**src/dcrm_pkg.sv**
```systemverilog
`default_nettype none
package dcrm_pkg;
  localparam int ADDR_W = 7;
  localparam logic [6:0] ADDR_MAX = 7'h7E;
  localparam logic [6:0] ADDR_OFFSET = 7'h40;
  // time base: printed figures, then derived cycle and millisecond counts
  localparam int CLK_PERIOD_NS = 100;
  localparam int MS_NS = 1000000;
  localparam int MS_CYCLES = MS_NS / CLK_PERIOD_NS;
  localparam int MS_PER_S = 1000;
  localparam int FIRST_WAIT_S = 1;
  localparam int CAP_WAIT_S = 32;
  localparam int WAIT_W = 16;
  localparam logic [15:0] FIRST_WAIT_MS = 16'(FIRST_WAIT_S * MS_PER_S);
  localparam logic [15:0] CAP_WAIT_MS = 16'(CAP_WAIT_S * MS_PER_S);
  localparam logic [15:0] ONE_MS = 16'h0001;
  localparam logic [3:0] PARAM_REDUND_IDX = 4'hF;
  localparam logic [7:0] PARAM15_RESET = 8'h00;
  localparam int P15_OFFSET_BIT = 0;
  localparam int P15_SIMPLE_BIT = 1;
  localparam logic [7:0] DIAG_HEADER = 8'h08;
  localparam logic [7:0] DIAG_STATUS_TYPE = 8'h9F;
  localparam logic [7:0] DIAG_SLOT = 8'h00;
  localparam int RED_ROLE_BIT = 0;
  localparam int RED_OK_BIT = 1;
  localparam int ST_PRIMARY_BIT = 0;
  localparam int ST_BACKUP_OK_BIT = 1;
  localparam int ST_OFFSET_BIT = 2;
  localparam int ST_SIMPLE_BIT = 3;
  localparam int ST_HUNT_BIT = 4;
  typedef enum logic [2:0] {
    KIND_DATA = 3'h0,
    KIND_MOTION = 3'h1,
    KIND_CONFIG = 3'h2,
    KIND_PARAM = 3'h3,
    KIND_DIAG = 3'h4
  } dcrm_kind_t;
  typedef enum logic [1:0] {
    ST_HUNT = 2'h0,
    ST_RUN = 2'h1
  } dcrm_state_t;
  typedef struct packed {
    logic valid;
    logic [6:0] addr;
    dcrm_kind_t kind;
    logic [3:0] index;
    logic [7:0] data;
  } dcrm_msg_t;
  typedef struct packed {
    logic [7:0] header;
    logic [7:0] stype;
    logic [7:0] slot;
    logic [7:0] state_pri;
    logic [7:0] state_bak;
  } dcrm_diag_t;
endpackage
`default_nettype wire

```
**src/dcrm_ms_tick.sv**
```systemverilog
`default_nettype none
module dcrm_ms_tick #(
  parameter int CYCLES = dcrm_pkg::MS_CYCLES
) (
  input wire logic ref_clk,
  input wire logic srst,
  input wire logic clk_en,
  output logic tick
);
  localparam int CW = $clog2(CYCLES + 1);
  localparam logic [CW-1:0] LAST = CW'(CYCLES - 1);
  logic [CW-1:0] cnt_reg;
  always_ff @(posedge ref_clk) begin
    if (srst) begin
      cnt_reg <= '0;
      tick <= 1'b0;
    end else if (clk_en) begin
      tick <= (cnt_reg == LAST);
      cnt_reg <= (cnt_reg == LAST) ? '0 : CW'(cnt_reg + 1'b1);
    end
  end
endmodule // dcrm_ms_tick
`default_nettype wire

```
**src/dcrm_chan_filt.sv**
```systemverilog
`default_nettype none
module dcrm_chan_filt (
  input wire dcrm_pkg::dcrm_msg_t msg,
  input wire logic [6:0] my_addr,
  input wire logic addr_ok,
  input wire logic is_primary,
  output logic hit,
  output logic motion_pass,
  output logic cfg_hit,
  output logic param15_hit,
  output logic diag_hit
);
  always_comb begin
    hit = msg.valid && addr_ok && (msg.addr == my_addr);
    // backup stays in cyclic exchange, but never moves the actuator
    motion_pass = hit && is_primary && (msg.kind == dcrm_pkg::KIND_MOTION);
    cfg_hit = hit && (msg.kind == dcrm_pkg::KIND_CONFIG);
    param15_hit = hit && is_primary && (msg.kind == dcrm_pkg::KIND_PARAM)
      && (msg.index == dcrm_pkg::PARAM_REDUND_IDX);
    diag_hit = hit && (msg.kind == dcrm_pkg::KIND_DIAG);
  end
endmodule // dcrm_chan_filt
`default_nettype wire

```
**src/dcrm_top.sv**
```systemverilog
`default_nettype none
module dcrm_top #(
  parameter int MS_CYCLES = dcrm_pkg::MS_CYCLES
) (
  input wire logic ref_clk,
  input wire logic srst,
  input wire logic clk_en,
  input wire logic [6:0] station_addr,
  input wire dcrm_pkg::dcrm_msg_t ch1_msg,
  input wire dcrm_pkg::dcrm_msg_t ch2_msg,
  input wire logic [1:0] chan_fail,
  output logic primary_ch2_reg,
  output logic hunting_reg,
  output logic [6:0] ch1_addr_reg,
  output logic [6:0] ch2_addr_reg,
  output logic addr_valid_reg,
  output logic motion_valid_reg,
  output logic [7:0] motion_cmd_reg,
  output logic cfg_apply_reg,
  output logic [7:0] cfg_data_reg,
  output logic [1:0] cfg_ack_reg,
  output logic [7:0] param15_reg,
  output logic [1:0] diag_valid_reg,
  output logic [1:0] diag_ext_reg,
  output dcrm_pkg::dcrm_diag_t diag_reg,
  output logic [7:0] status_reg
);
  dcrm_pkg::dcrm_state_t fsm_reg;
  logic [15:0] wait_ms_reg;
  logic [15:0] elapsed_ms_reg;
  logic [15:0] elapsed_next;
  logic [15:0] wait_next;
  logic cfg_known_reg;
  logic ms_tick;
  logic addr_ok;
  logic offset_mode;
  logic simple_var;
  logic any_hit;
  logic expire;
  logic [1:0] is_pri;
  logic [1:0] hit;
  logic [1:0] motion_pass;
  logic [1:0] cfg_hit;
  logic [1:0] p15_hit;
  logic [1:0] diag_hit;
  logic [6:0] bak_addr;
  logic pri_cfg;
  logic bak_cfg;
  logic bak_cfg_same;
  logic [7:0] pri_cfg_data;
  logic [7:0] bak_cfg_data;
  logic [7:0] pri_motion_data;
  logic [7:0] pri_p15_data;
  logic [7:0] red_pri;
  logic [7:0] red_bak;
  logic bak_ok;

  dcrm_ms_tick #(
    .CYCLES(MS_CYCLES)
  ) u_tick (
    .ref_clk(ref_clk),
    .srst(srst),
    .clk_en(clk_en),
    .tick(ms_tick)
  );

  dcrm_chan_filt u_filt1 (
    .msg(ch1_msg),
    .my_addr(ch1_addr_reg),
    .addr_ok(addr_valid_reg),
    .is_primary(is_pri[0]),
    .hit(hit[0]),
    .motion_pass(motion_pass[0]),
    .cfg_hit(cfg_hit[0]),
    .param15_hit(p15_hit[0]),
    .diag_hit(diag_hit[0])
  );

  dcrm_chan_filt u_filt2 (
    .msg(ch2_msg),
    .my_addr(ch2_addr_reg),
    .addr_ok(addr_valid_reg),
    .is_primary(is_pri[1]),
    .hit(hit[1]),
    .motion_pass(motion_pass[1]),
    .cfg_hit(cfg_hit[1]),
    .param15_hit(p15_hit[1]),
    .diag_hit(diag_hit[1])
  );

  always_comb begin
    is_pri = {primary_ch2_reg, ~primary_ch2_reg};
    offset_mode = param15_reg[dcrm_pkg::P15_OFFSET_BIT];
    simple_var = param15_reg[dcrm_pkg::P15_SIMPLE_BIT];
    addr_ok = (station_addr <= dcrm_pkg::ADDR_MAX);
    // offset wraps in 7 bits; masters only use set addresses below 64
    bak_addr = offset_mode ? 7'(station_addr + dcrm_pkg::ADDR_OFFSET)
      : station_addr;
    any_hit = |hit;
    elapsed_next = 16'(elapsed_ms_reg + dcrm_pkg::ONE_MS);
    expire = ms_tick && (elapsed_next >= wait_ms_reg);
    wait_next = (wait_ms_reg >= dcrm_pkg::CAP_WAIT_MS) ?
      dcrm_pkg::CAP_WAIT_MS : 16'(wait_ms_reg << 1);
    pri_cfg = primary_ch2_reg ? cfg_hit[1] : cfg_hit[0];
    bak_cfg = primary_ch2_reg ? cfg_hit[0] : cfg_hit[1];
    pri_cfg_data = primary_ch2_reg ? ch2_msg.data : ch1_msg.data;
    bak_cfg_data = primary_ch2_reg ? ch1_msg.data : ch2_msg.data;
    bak_cfg_same = cfg_known_reg && (bak_cfg_data == cfg_data_reg);
    pri_motion_data = primary_ch2_reg ? ch2_msg.data : ch1_msg.data;
    pri_p15_data = primary_ch2_reg ? ch2_msg.data : ch1_msg.data;
    bak_ok = ~(primary_ch2_reg ? chan_fail[0] : chan_fail[1]);
    red_pri = 8'h00;
    red_pri[dcrm_pkg::RED_ROLE_BIT] = 1'b1;
    red_pri[dcrm_pkg::RED_OK_BIT] = ~(primary_ch2_reg ? chan_fail[1]
      : chan_fail[0]);
    red_bak = 8'h00;
    red_bak[dcrm_pkg::RED_OK_BIT] = bak_ok;
  end

  // master hunt and failover
  always_ff @(posedge ref_clk) begin
    if (srst) begin
      fsm_reg <= dcrm_pkg::ST_HUNT;
      primary_ch2_reg <= 1'b0;
      hunting_reg <= 1'b1;
      wait_ms_reg <= dcrm_pkg::FIRST_WAIT_MS;
      elapsed_ms_reg <= '0;
    end else if (clk_en) begin
      case (fsm_reg)
        dcrm_pkg::ST_HUNT: begin
          if (any_hit) begin
            fsm_reg <= dcrm_pkg::ST_RUN;
            hunting_reg <= 1'b0;
          end else if (expire) begin
            primary_ch2_reg <= ~primary_ch2_reg;
            wait_ms_reg <= wait_next;
            elapsed_ms_reg <= '0;
          end else if (ms_tick) begin
            elapsed_ms_reg <= elapsed_next;
          end
        end
        dcrm_pkg::ST_RUN: begin
          // swap only toward a healthy channel, else keep the old one
          if ((primary_ch2_reg ? chan_fail[1] : chan_fail[0]) && bak_ok) begin
            primary_ch2_reg <= ~primary_ch2_reg;
          end
        end
        default: begin
          fsm_reg <= dcrm_pkg::ST_HUNT;
          hunting_reg <= 1'b1;
        end
      endcase
    end
  end

  // addresses follow the primary role, so failover moves the set address
  always_ff @(posedge ref_clk) begin
    if (srst) begin
      ch1_addr_reg <= '0;
      ch2_addr_reg <= '0;
      addr_valid_reg <= 1'b0;
    end else if (clk_en) begin
      addr_valid_reg <= addr_ok;
      ch1_addr_reg <= primary_ch2_reg ? bak_addr : station_addr;
      ch2_addr_reg <= primary_ch2_reg ? station_addr : bak_addr;
    end
  end

  // redundancy parameter, primary path only
  always_ff @(posedge ref_clk) begin
    if (srst) begin
      param15_reg <= dcrm_pkg::PARAM15_RESET;
    end else if (clk_en && (|p15_hit)) begin
      param15_reg <= pri_p15_data;
    end
  end

  always_ff @(posedge ref_clk) begin
    if (srst) begin
      motion_valid_reg <= 1'b0;
      motion_cmd_reg <= '0;
    end else if (clk_en) begin
      motion_valid_reg <= |motion_pass;
      if (|motion_pass) begin
        motion_cmd_reg <= pri_motion_data;
      end
    end
  end

  // configuration: applied from primary, filtered from backup
  always_ff @(posedge ref_clk) begin
    if (srst) begin
      cfg_apply_reg <= 1'b0;
      cfg_data_reg <= '0;
      cfg_known_reg <= 1'b0;
      cfg_ack_reg <= '0;
    end else if (clk_en) begin
      cfg_apply_reg <= pri_cfg;
      if (pri_cfg) begin
        cfg_data_reg <= pri_cfg_data;
        cfg_known_reg <= 1'b1;
      end
      cfg_ack_reg <= '0;
      if (pri_cfg) begin
        cfg_ack_reg[primary_ch2_reg] <= 1'b1;
      end
      if (bak_cfg && (bak_cfg_same || offset_mode)) begin
        cfg_ack_reg[~primary_ch2_reg] <= 1'b1;
      end
    end
  end

  // diagnostics and status
  always_ff @(posedge ref_clk) begin
    if (srst) begin
      diag_valid_reg <= '0;
      diag_ext_reg <= '0;
      diag_reg <= '0;
      status_reg <= '0;
    end else if (clk_en) begin
      diag_valid_reg <= diag_hit;
      diag_ext_reg <= diag_hit & is_pri & {2{~simple_var}};
      diag_reg.header <= dcrm_pkg::DIAG_HEADER;
      diag_reg.stype <= dcrm_pkg::DIAG_STATUS_TYPE;
      diag_reg.slot <= dcrm_pkg::DIAG_SLOT;
      diag_reg.state_pri <= red_pri;
      diag_reg.state_bak <= red_bak;
      status_reg <= '0;
      status_reg[dcrm_pkg::ST_PRIMARY_BIT] <= primary_ch2_reg;
      status_reg[dcrm_pkg::ST_BACKUP_OK_BIT] <= bak_ok;
      status_reg[dcrm_pkg::ST_OFFSET_BIT] <= offset_mode;
      status_reg[dcrm_pkg::ST_SIMPLE_BIT] <= simple_var;
      status_reg[dcrm_pkg::ST_HUNT_BIT] <= hunting_reg;
    end
  end
endmodule // dcrm_top
`default_nettype wire

```
**config.mk**
```make
export PLATFORM = sky130hd
export DESIGN_NAME = dcrm_top
export DESIGN_NICKNAME = d
export VERILOG_FILES = /design/src/dcrm_pkg.sv /design/src/dcrm_ms_tick.sv /design/src/dcrm_chan_filt.sv /design/src/dcrm_top.sv
export SDC_FILE = /design/constraint.sdc
export NUM_CORES = 1
export LEC_CHECK = 0
export ABC_CLOCK_PERIOD_IN_PS = 3700
export BUFFER_PORTS_ARGS = -buffer_cell sky130_fd_sc_hd__buf_2
export CAP_MARGIN = 40
export CELL_PAD_IN_SITES_DETAIL_PLACEMENT = 1
export CELL_PAD_IN_SITES_GLOBAL_PLACEMENT = 1
export CORE_UTILIZATION = 38
export CTS_CLUSTER_SIZE = 40
export DETAILED_ROUTE_END_ITERATION = 6
export GPL_TIMING_DRIVEN = 1
export PLACE_DENSITY_LB_ADDON = 0.1
export SETUP_SLACK_MARGIN = 0.5
export SKIP_CTS_REPAIR_TIMING = 1
export SYNTH_ARGS = -nofsm -noshare
export SYNTH_HDL_FRONTEND = slang
export SYNTH_SLANG_ARGS = --single-unit
```
**constraint.sdc**
```tcl
create_clock -name ref_clk -period 3.7 [get_ports ref_clk]
set_input_delay 0.74 -clock ref_clk [delete_from_list [all_inputs] [get_ports ref_clk]]
set_output_delay 0.74 -clock ref_clk [all_outputs]
set_load 0.01 [all_outputs]
```
# Word level (Yosys, flattened, before mapping)
# Cells that the tools add are included.
[word_totals]
ff_bits = 109
[op_classes]
add_sub_neg = 3
order_cmp = 7
eq_ne = 19
muxes = 29
bitwise = 9
n_reduce_logical = 36
[op_table]
columns = ["cell", "n"]
rows = [
  ["two-way mux 16 bit", 3],
  ["logical AND 1 bit", 23],
  ["two-way mux 7 bit", 3],
  ["adder 16 x 1 -> 16 bit, second input constant", 1],
  [">= comparator 16 x 15 -> 1 bit, second input constant", 1],
  [">= comparator 16 bit", 1],
  ["two-way mux 8 bit", 2],
  ["adder 14 x 1 -> 14 bit, second input constant", 1],
  ["== test 14 bit, second input constant", 1],
  ["== test 7 bit", 2],
  ["two-way mux 14 bit", 1],
  ["== test 3 x 2 -> 1 bit, second input constant", 4],
  ["two-way mux 1 bit", 10],
  ["two-way mux 2 bit", 5],
  ["== test 4 bit, second input constant", 2],
  ["== test 8 bit", 1],
  ["!= test 2 bit, second input constant", 4],
  ["AND reduction 4 bit", 2],
  ["adder 7 bit, second input constant", 1],
  ["less-or-equal comparator 7 bit, second input constant", 1],
  ["== test 3 x 1 -> 1 bit, second input constant", 2],
  ["== test 3 bit, second input constant", 2],
  ["NOT 1 bit", 6],
  ["OR reduction 2 bit", 3],
  ["other kinds (14)", 21],
]

# Logic depth before layout (Yosys ltp)
# Gate-level depths: netlist (run 1).
[depth]
word_depth = 9
ltp_mapped = 14
depth_no_buf = 13

# Cells and area by module
# A second synthesis (run 1) with hierarchy kept.
[hier_totals]
cells_unflattened = 618
hier_area_um2 = 5313.8
[by_module_without_submodules]
columns = ["mod", "instances", "cells_per_inst", "area_per_inst_um2"]
rows = [
  ["dcrm_top", 1, 495, 4330.4],
  ["dcrm_ms_tick", 1, 77, 688.2],
  ["dcrm_chan_filt", 2, 23, 147.6],
]

# Worst setup path before layout (run 1)
# Ideal clock, no wire load.
[synth_path]
kind = "register -> register"
from = "register elapsed_ms_reg[2]"
to = "register wait_ms_reg[14]"
arrival_ns = 3.089
required_ns = 3.609
slack_ns = 0.521
stages_incl_launch_ff = 14
path_buffers = 2
period_less_slack_ns = 3.179
path_cell_list = "dfxtp_1 clkbuf_2 nand3_1 nor4_1 and3_1 xor2_1 ha_1 nand4_1 nor3_1 o21ai_0 a2111oi_4 buf_2 nor2_1 a311oi_1"
[synth_via]
elab_chain_len = 4
[synth_lines]
columns = ["item", "line", "text"]
rows = [
  ["start: declaration", "dcrm_top.sv:30", "logic [15:0] elapsed_ms_reg;"],
  ["start signal: assignment", "dcrm_top.sv:139", "elapsed_ms_reg <= elapsed_next;"],
  ["adder 16 x 1 -> 16 bit", "dcrm_top.sv:100", "elapsed_next = 16'(elapsed_ms_reg + dcrm_pkg::ONE_MS);"],
  [">= comparator 16 bit", "dcrm_top.sv:101", "expire = ms_tick && (elapsed_next >= wait_ms_reg);"],
  ["logical AND 1 bit", "dcrm_top.sv:101", ""],
  ["AND reduction 4 bit (no source line)", "--", ""],
  ["end signal: assignment", "dcrm_top.sv:126", "wait_ms_reg <= dcrm_pkg::FIRST_WAIT_MS;"],
  ["end signal: assignment", "dcrm_top.sv:136", "wait_ms_reg <= wait_next;"],
  ["end: declaration", "dcrm_top.sv:29", "logic [15:0] wait_ms_reg;"],
]
# Every way passes these cells.
# A chain may end at the register's enable or synchronous reset.

# Final worst setup path (run 1)
[layout_path]
from = "register elapsed_ms_reg[9]"
to = "register wait_ms_reg[7]"
# Same word-level chain as after synthesis.

==> results of run 1 <==
==> power by group through the flow <==
stage | clock network (W) | logic, W | registers [W]
5_1_grt | 0.00104 | 0.000202 | 0.00105
3_5_place_dp | 0 | 0.000181 | 0.00108
2_1_floorplan | 0 | 0.000139 | 0.00108
3_3_place_gp | 0 | 0.000177 | 0.00108
6_report | 0.000962 | 0.000182 | 0.00105
4_1_cts | 0.000988 | 0.000183 | 0.00106
==> worst paths after layout <==
check | startpoint | endpoint | cells past startpoint
max | elapsed_ms_reg[9]$_SDFFE_PP0P_ | wait_ms_reg[7]$_SDFFE_PP1P_ | 13
min | diag_valid_reg[0]$_SDFFE_PP0P_ | diag_valid_reg[0]$_SDFFE_PP0P_ | 2
max reg2reg | elapsed_ms_reg[9]$_SDFFE_PP0P_ | wait_ms_reg[7]$_SDFFE_PP1P_ | 13
min reg2reg | diag_valid_reg[0]$_SDFFE_PP0P_ | diag_valid_reg[0]$_SDFFE_PP0P_ | 2
==> worst reg2reg max path: stages, from the launching register on <==
cell and delay [ps]:
dfxtp_4 370, nand4_1 180, nor4_4 420, nand3_2 160, xnor2_2 180, ha_1 300
a21oi_1 70, o21ai_1 180, a21oi_2 70, buf_4 150, a2111oi_4 440, clkbuf_16 230
nor2_1 40, a311o_1 270
==> cells in the final DEF, fill, tap and decap left out, types with 3 or more instances in the layout <==
cell type and count:
nor4_1 8, nor2_2 4, dfxtp_4 7, xnor2_1 16, nand2b_1 13, nor2b_1 13
mux2i_1 41, a21oi_2 3, or3_1 5, dfxtp_2 3, nand2_1 31, nand3_1 21
nor3_1 12, and3_1 16, clkbuf_16 11, buf_4 21, mux2_2 8, a311o_1 4
buf_2 121, conb_1 33, o21ai_0 7, a21oi_1 31, xor2_1 25, ha_1 14
a311oi_1 4, a21o_1 7, nand4_1 16, a221o_1 3, inv_1 29, nor2_1 64
nor4b_1 3, a211oi_1 8, dfxtp_1 86, nand3_2 3
==> layout make-up <==
cell class	instances	share of cell area, %
inverter	29	1.68
multi-input combinational	455	47.5
timing repair buffer	146	12.9
tap	176	3.39
clock inverter	6	1.02
clock buffer	10	3.52
sequential	96	30.0
==> per-layer routing <==
metal | up-vias | share of wire (%)
met5 | - | 0
met4 | 0 | 1.6
met3 | 20 | 4.4
met2 | 95 | 52
met1 | 2266 | 42
li1 | 2313 | -
==> per-stage QoR <==
stage | setup TNS [ps] | instances | total power [W] | hold WS (ps) | instance area, um2
floorplan | 0 | 657 | 0.00122 | 436 | 5460
global placement | 0 | 889 | 0.00126 | 456 | 5900
detailed placement | 0 | 889 | 0.00126 | 466 | 5900
CTS | -187 | 905 | 0.00223 | 478 | 6200
global route | 0 | 918 | 0.00229 | 496 | 6500
finish | 0 | 918 | 0.00220 | 471 | 6500
==> logic make-up (layout without fill, tap and decap cells) <==
family                     count (synthesis)  count (layout)  share of synthesized area, %
xor gates and xnor gates                  42              42                          6.89
adders and majority gates                 15              15                          3.52
AOI/OAI and AO/OA                         87              87                          11.5
buffers and inverters                    106             191                          11.1
and+or+nand+nor                          229             229                          21.5
DFF                                       96              96                          36.0
muxes                                     49              49                          9.38
other                                      1              33                        0.0703
==> reports/results.ini, run 1 <==
[final_layout]
fillers=1629
drive_above_1_share_pct=28.3
area_growth_pct=21.8
multi_input_area_um2=3090
antenna_cells=0
utilization_pct=48.3
regArea_um2=1950
fin_nets=810
largest_register_ff_count=16

[synthesis]
synth_area_um2=5340
synth.most_common_cell=dfxtp_1
synth_top_area_share_pct=36.0
avgSynthCellArea_um2=8.54
synthTopCellsByArea=dfxtp_1 (36%), mux2i_1 (7.7%), buf_4 (6.6%)
ys_dominant_reg_cell=dfxtp_1
yosysWarnings=0
ys_ff_latch=96
ys_top_cells_by_count=dfxtp_1 (96), nor2_1 (67), buf_4 (47)
ys_seq_area_share_pct=36.0
ys_types=53
async_reset_ff_share_pct=0
yosysTopAreaCell=dfxtp_1
syn_inst=625
synth_edf_count=0

[die]
io_pins=155
start_util_pct=39.7
fp.dieH_um=121
die_area_um2=14500
row_count=42
core_area_um2=13500
die_w_um=121

[sta]
relSlewSlack_pct=40.3
layout_min_cycle_time_ps=3180
period_share_pct=86.0
fmax_mhz=314
drv_slew=0
layout_setup_ws_ps=519
tightest_slew_ps=889
rsz0062_at_grt=yes
finClkSkew_ps=8.23
hold_viol=0
setup_violations=0

[clocking]
clock_path_buffers=2
clkTransAtPathRegs_ps=70
cts_buffers=9
clock_sinks=96
clockRootBuffer=clkbuf_16
cts_tree=done
clock_latency_ps=350
htreeDepth=3

[worst_setup_path]
critPathMaxStageDelay_ps=440
crit_path_end_kind=flop
critPathSlowestCell=a2111oi_4
cp_max_fo=7
crit_family=compound AO/OA/AOI/OAI gates
path_cells=nand4_1 -> nor4_4 -> nand3_2 -> xnor2_2 -> ha_1 -> a21oi_1 -> o21ai_1 -> a21oi_2 -> buf_4 -> a2111oi_4 -> clkbuf_16 -> nor2_1 -> a311o_1
critPathRequiredTime_ps=3930
crit_path_start_kind=flop
cp.arrival_ps=3410
ff2ff_setup_slack_ps=520
path_buf_inv=2
critPathKind=reg -> reg

[route]
dr.first_iter.drc_count=102
wire_per_inst_um=16.0
wirelength_mm=14.7
vias_per_cell=5.11
firstDrtPassIters=4
drc_errors=0
num_vias=4694
ant_nets=0

[placed_design]
dp_slack_ps=101
portBuffers=121
gp_congestion=0.788
hpwl_mm=10.6

[grt]
met1_usage_pct=23.3
antenna_found_initial=0
grt_overflow=0
track_usage_pct=20.2
use_met3_pct=4.43
grt_max_degree=61
busiest_layer=met2
grt_pass1_vias=4758
grt_pass1_wl_mm=23.1
use_met2_pct=36.7

[power_and_ir_drop]
internal_power_w=0.00164
p_leak_nw=3.02
pwr-share-seq_pct=47.9
powerDensity_nw_per_um2=338
p_sw_w=0.000559
p_clk_share_pct=43.8
ir_drop_mv=0.342
swShare_pct=25.4
p_comb_share_pct=8.3

[status]
status=complete, no violations

[run]
max-cap-violations=0

[worst_hold_path]
min_path_type=reg -> reg

Note: power is estimated with default switching activity, not from simulation.
==> run 2: changes to the inputs <==
--- a/config.mk
+++ b/config.mk
@@ -10,6 +10,7 @@
 export CAP_MARGIN = 40
 export CELL_PAD_IN_SITES_DETAIL_PLACEMENT = 1
 export CELL_PAD_IN_SITES_GLOBAL_PLACEMENT = 1
+export CORE_ASPECT_RATIO = 1.4
 export CORE_UTILIZATION = 38
 export CTS_CLUSTER_SIZE = 40
 export DETAILED_ROUTE_END_ITERATION = 6
==> reports/results.ini, run 2 (synthesized netlist as in run 1, its figures left out) <==
[status]
status=complete, no violations

[final_layout]
fin_nets=808
fin_cells=921
largest_register_ff_count=16
area_growth_pct=20.5
final_common_cell=buf_2
drive_above_1_share_pct=26.9
fillers=1686
final_cell_mix=buf_2 (121), dfxtp_1 (86), nor2_1 (67)
antenna_cells=0

[route]
wirelength_mm=15.0
vias_per_cell=5.06
firstDrtPassIters=4
ant_nets=0
num_vias=4657
drc_errors=0
dr.first_iter.drc_count=109
wire_per_inst_um=16.3

[worst_hold_path]
min_path_type=reg -> reg
hold_depth=2

[placed_design]
portBuffers=121
hpwl_mm=11.2
gp_congestion=0.846
dp.cells=893
dp_slack_ps=19.3

[sta]
rsz0062_at_grt=yes
tightest_slew_ps=828
layout_min_cycle_time_ps=3110
fmax_mhz=322
setup_violations=0
layout_setup_ws_ps=594
drv_slew=0
finClkSkew_ps=8.96
relSlewSlack_pct=44.4
hold_viol=0
period_share_pct=83.9

[worst_setup_path]
ff2ff_path_depth=14
cp.arrival_ps=3340
crit_path_end_kind=flop
critPathKind=reg -> reg
cp_max_fo=7
crit_path_start_kind=flop
critPathRequiredTime_ps=3940

[die]
row_count=50
die_w_um=102
fp.dieH_um=142
core_area_um2=13500
die_area_um2=14500
io_pins=155
start_util_pct=39.5

[grt]
grt_pass1_vias=4693
track_usage_pct=21.0
grt_pass1_wl_mm=23.4
antenna_found_initial=0
grt_max_degree=69
grt_overflow=0

[power_and_ir_drop]
p_clk_share_pct=41.3
swShare_pct=25.0
ir_drop_mv=0.218
powerDensity_nw_per_um2=327
power_w=0.00211
p_sw_w=0.000526
pwr-share-seq_pct=50.1
internal_power_w=0.00158
p_comb_share_pct=8.6
p_leak_nw=2.98

[clocking]
clock_latency_ps=350
clkTransAtPathRegs_ps=60
cts_buffers=9
cts_tree=done
clockRootBuffer=clkbuf_16
clock_path_buffers=2
clock_sinks=96
htreeDepth=3

[run]
max-cap-violations=0

[run 2: cell type report]
class	count	area, um2	area share [%]
flip-flops and latches	96	1950	30.3
well taps	182	228	3.54
repair buffers	144	826	12.8
clock inverters	3	18.8	0.292
inverters	29	109	1.69
multi-input cells	455	3050	47.5
clock buffers	12	246	3.83
[run 2: power by group through the flow]
| stage | Combinational (W) | Clock [W] | Sequential, W |
|---|---|---|---|
| floorplan | 0.000139 | 0 | 0.00108 |
| global route | 0.000202 | 0.000947 | 0.00106 |
| global placement | 0.000177 | 0 | 0.00108 |
| detailed placement | 0.000182 | 0 | 0.00108 |
| CTS | 0.000183 | 0.000896 | 0.00106 |
| finish | 0.000182 | 0.000869 | 0.00105 |
[run 2: metrics by stage]
step                      setup TNS, ps  utilization [%]  area (um2)  hold WS (ps)
after detailed placement              0             43.6        5890           467
final                                 0             47.6        6430           473
after floorplan                       0                -        5460           436
after global routing                  0             47.6        6430           505
after CTS                          -218             45.6        6160           479
after global placement                0             43.6        5890           454
[run 2: worst paths after layout]
kind	startpoint	endpoint	slack, ps
setup / recovery	elapsed_ms_reg[6]$_SDFFE_PP0P_	wait_ms_reg[5]$_SDFFE_PP1P_	590
hold / removal	cfg_ack_reg[0]$_SDFFE_PP0P_	cfg_ack_reg[0]$_SDFFE_PP0P_	470
setup reg to reg	elapsed_ms_reg[6]$_SDFFE_PP0P_	wait_ms_reg[5]$_SDFFE_PP1P_	590
hold reg to reg	cfg_ack_reg[0]$_SDFFE_PP0P_	cfg_ack_reg[0]$_SDFFE_PP0P_	470
[run 2: critical path, cell delays in order (launching register included)]
cell,delay (ps)
dfxtp_1,440
nand2_2,140
nor4_4,320
and3_4,240
xor2_1,70
ha_1,320
nand4_1,140
inv_1,100
a21oi_2,60
buf_4,150
a2111oi_4,350
buf_4,200
buf_12,120
nor2_1,50
a311o_1,300
[run 2: metal layers]
layer  track usage [%]  wire, um  up-vias
met1              23.0      5760     2249
li1                  -         -     2306
met5                 0         0        -
met3              3.93       466       21
met4              6.84       306        0
met2              39.7      8440       81
==> run 3: changes to the inputs <==
--- a/config.mk
+++ b/config.mk
@@ -5,13 +5,13 @@
 export SDC_FILE = /design/constraint.sdc
 export NUM_CORES = 1
 export LEC_CHECK = 0
-export ABC_CLOCK_PERIOD_IN_PS = 3700
+export ABC_CLOCK_PERIOD_IN_PS = 2800
 export BUFFER_PORTS_ARGS = -buffer_cell sky130_fd_sc_hd__buf_2
 export CAP_MARGIN = 40
 export CELL_PAD_IN_SITES_DETAIL_PLACEMENT = 1
 export CELL_PAD_IN_SITES_GLOBAL_PLACEMENT = 1
 export CORE_ASPECT_RATIO = 1.4
-export CORE_UTILIZATION = 38
+export CORE_UTILIZATION = 35
 export CTS_CLUSTER_SIZE = 40
 export DETAILED_ROUTE_END_ITERATION = 6
 export GPL_TIMING_DRIVEN = 1
==> constraint.sdc (replaced) <==
create_clock -name ref_clk -period 2.8 [get_ports ref_clk]
set_input_delay 0.56 -clock ref_clk [delete_from_list [all_inputs] [get_ports ref_clk]]
set_output_delay 0.56 -clock ref_clk [all_outputs]
set_load 0.01 [all_outputs]
==> reports/results.ini, run 3 (synthesized netlist as in run 1, its figures left out) <==
[status]
status=finished with violations
violations=setup timing

[die]
core_area_um2=15000
start_util_pct=35.6
row_count=53
io_pins=155
die_area_um2=15800
fp.dieH_um=148
die_w_um=106

[placed_design]
dp_slack_ps=-296
portBuffers=121
gp_congestion=0.777
hpwl_mm=11.4
placed_cell_area_um2=6210

[final_layout]
fin_nets=824
final_common_cell=buf_2
fillers=1884
utilization_pct=43.9
area_growth_pct=23.4
final_cell_mix=buf_2 (121), dfxtp_1 (91), nor2_1 (66)
fin_area_um2=6590
largest_register_ff_count=16
drive_above_1_share_pct=27.8

[worst_setup_path]
critPathKind=reg -> reg
path_cells=nand4_1 -> nor4_4 -> nand3_1 -> xnor2_1 -> ha_1 -> nand4_1 -> nor3_2 -> o21ai_2 -> a2111oi_4 -> buf_12 -> nor2_1 -> a311o_1
crit_path_start_kind=flop
cp_max_fo=22
crit_path_end_kind=flop
cp.arrival_ps=3250
path_buf_inv=1
ff2ff_path_depth=12
ff2ff_setup_slack_ps=-210
critPathSlowestCell=nor4_4
critPathMaxStageDelay_ps=390
reg2reg_from=elapsed_ms_reg[10]$_SDFFE_PP0P_
r2r_end=wait_ms_reg[5]$_SDFFE_PP1P_
crit_family=simple AND/OR/NAND/NOR gates
critPathRequiredTime_ps=3040
critical_path.most_common_cell=nand4_1

[grt]
antenna_found_initial=1
grt_pass1_wl_mm=24.3
track_usage_pct=19.6
grt_pass1_vias=4826
grt_max_degree=75
grt_overflow=0

[route]
ant_nets=0
vias_per_cell=4.97
wire_per_inst_um=16.0
drc_errors=0
num_vias=4717
firstDrtPassIters=4
wirelength_mm=15.2
dr.first_iter.drc_count=185

[power_and_ir_drop]
p_comb_share_pct=8.7
swShare_pct=24.8
pwr-share-seq_pct=48.3
p_leak_nw=3.09
p_clk_share_pct=43.0
internal_power_w=0.00218
power_w=0.00290
p_sw_w=0.000720
powerDensity_nw_per_um2=441
ir_drop_mv=0.220

[sta]
rsz0062_at_grt=yes
finClkSkew_ps=6.03
setup_violations=25
drv_slew=0
tightest_slew_ps=913
fmax_mhz=333
hold_viol=0
period_share_pct=107
relSlewSlack_pct=38.7
layout_min_cycle_time_ps=3010
layout_setup_ws_ps=-207
fin_tns_setup_ps=-3140

[clocking]
clock_sinks=96
cts_buffers=9
clock_latency_ps=350
htreeDepth=3
clock_path_buffers=2
cts_tree=done
clkTransAtPathRegs_ps=70
clockRootBuffer=clkbuf_16

[worst_hold_path]
hold_depth=3
min_path_type=in -> reg
worstHoldStart=station_addr[5]
holdPathEnd=ch1_addr_reg[5]$_SDFFE_PP0P_

[run]
max-cap-violations=0

[run 3: cell count changes in the layout (fill, tap and decap cells not counted), sizes merged]
cell	change
diode	+1
clkbuf	+1
buf	+18
clkinv	-2
[run 3: layout make-up]
type	instances	area, um2	area share [%]
clock buffers	15	288	4.37
inverters	29	109	1.65
repair buffers	160	943	14.3
diodes	1	2.50	0.0380
flip-flops and latches	96	1930	29.3
well taps	192	240	3.65
clock inverters	1	8.76	0.133
multi-input cells	455	3070	46.6
[run 3: per-layer routing]
layer / wire length (um) / track usage (%)
met1: 6560 / 22.9
met2: 7960 / 35.2
met3: 324 / 2.80
met4: 338 / 9.10
met5: 0 / 0
[run 3: power by group through the flow]
stage               Combinational, W  Clock, W  Sequential, W
floorplan                   0.000183         0        0.00143
detailed placement          0.000246         0        0.00143
finish                      0.000253   0.00125        0.00140
global route                0.000278   0.00134        0.00140
global placement            0.000243         0        0.00143
CTS                         0.000248   0.00129        0.00140
[run 3: how the worst max path moves through the flow]
stage                                               start                              to  depth (start not counted)
after detailed placement  elapsed_ms_reg[10]$_SDFFE_PP0P_     wait_ms_reg[6]$_SDFFE_PP1P_                         12
after floorplan            elapsed_ms_reg[7]$_SDFFE_PP0P_     wait_ms_reg[8]$_SDFFE_PP1P_                         13
after global placement    elapsed_ms_reg[10]$_SDFFE_PP0P_     wait_ms_reg[9]$_SDFFE_PP1P_                         12
final                     elapsed_ms_reg[10]$_SDFFE_PP0P_     wait_ms_reg[5]$_SDFFE_PP1P_                         12
after global routing      elapsed_ms_reg[10]$_SDFFE_PP0P_  elapsed_ms_reg[1]$_SDFFE_PP0P_                         12
after CTS                 elapsed_ms_reg[10]$_SDFFE_PP0P_     wait_ms_reg[5]$_SDFFE_PP1P_                         12
[run 3: through the flow]
stage / hold slack [ps] / cells
global placement: 454 / 932
finish: 462 / 949
detailed placement: 463 / 932
floorplan: 436 / 657
global route: 482 / 949
CTS: 452 / 948
[run 3: worst register-to-register path, stage by stage (launching register included)]
cell       delay (ps)
dfxtp_2           350
nand4_1           180
nor4_4            390
nand3_1           150
xnor2_1           180
ha_1              320
nand4_1           140
nor3_2            190
o21ai_2           120
a2111oi_4         350
buf_12            200
nor2_1             60
a311o_1           260
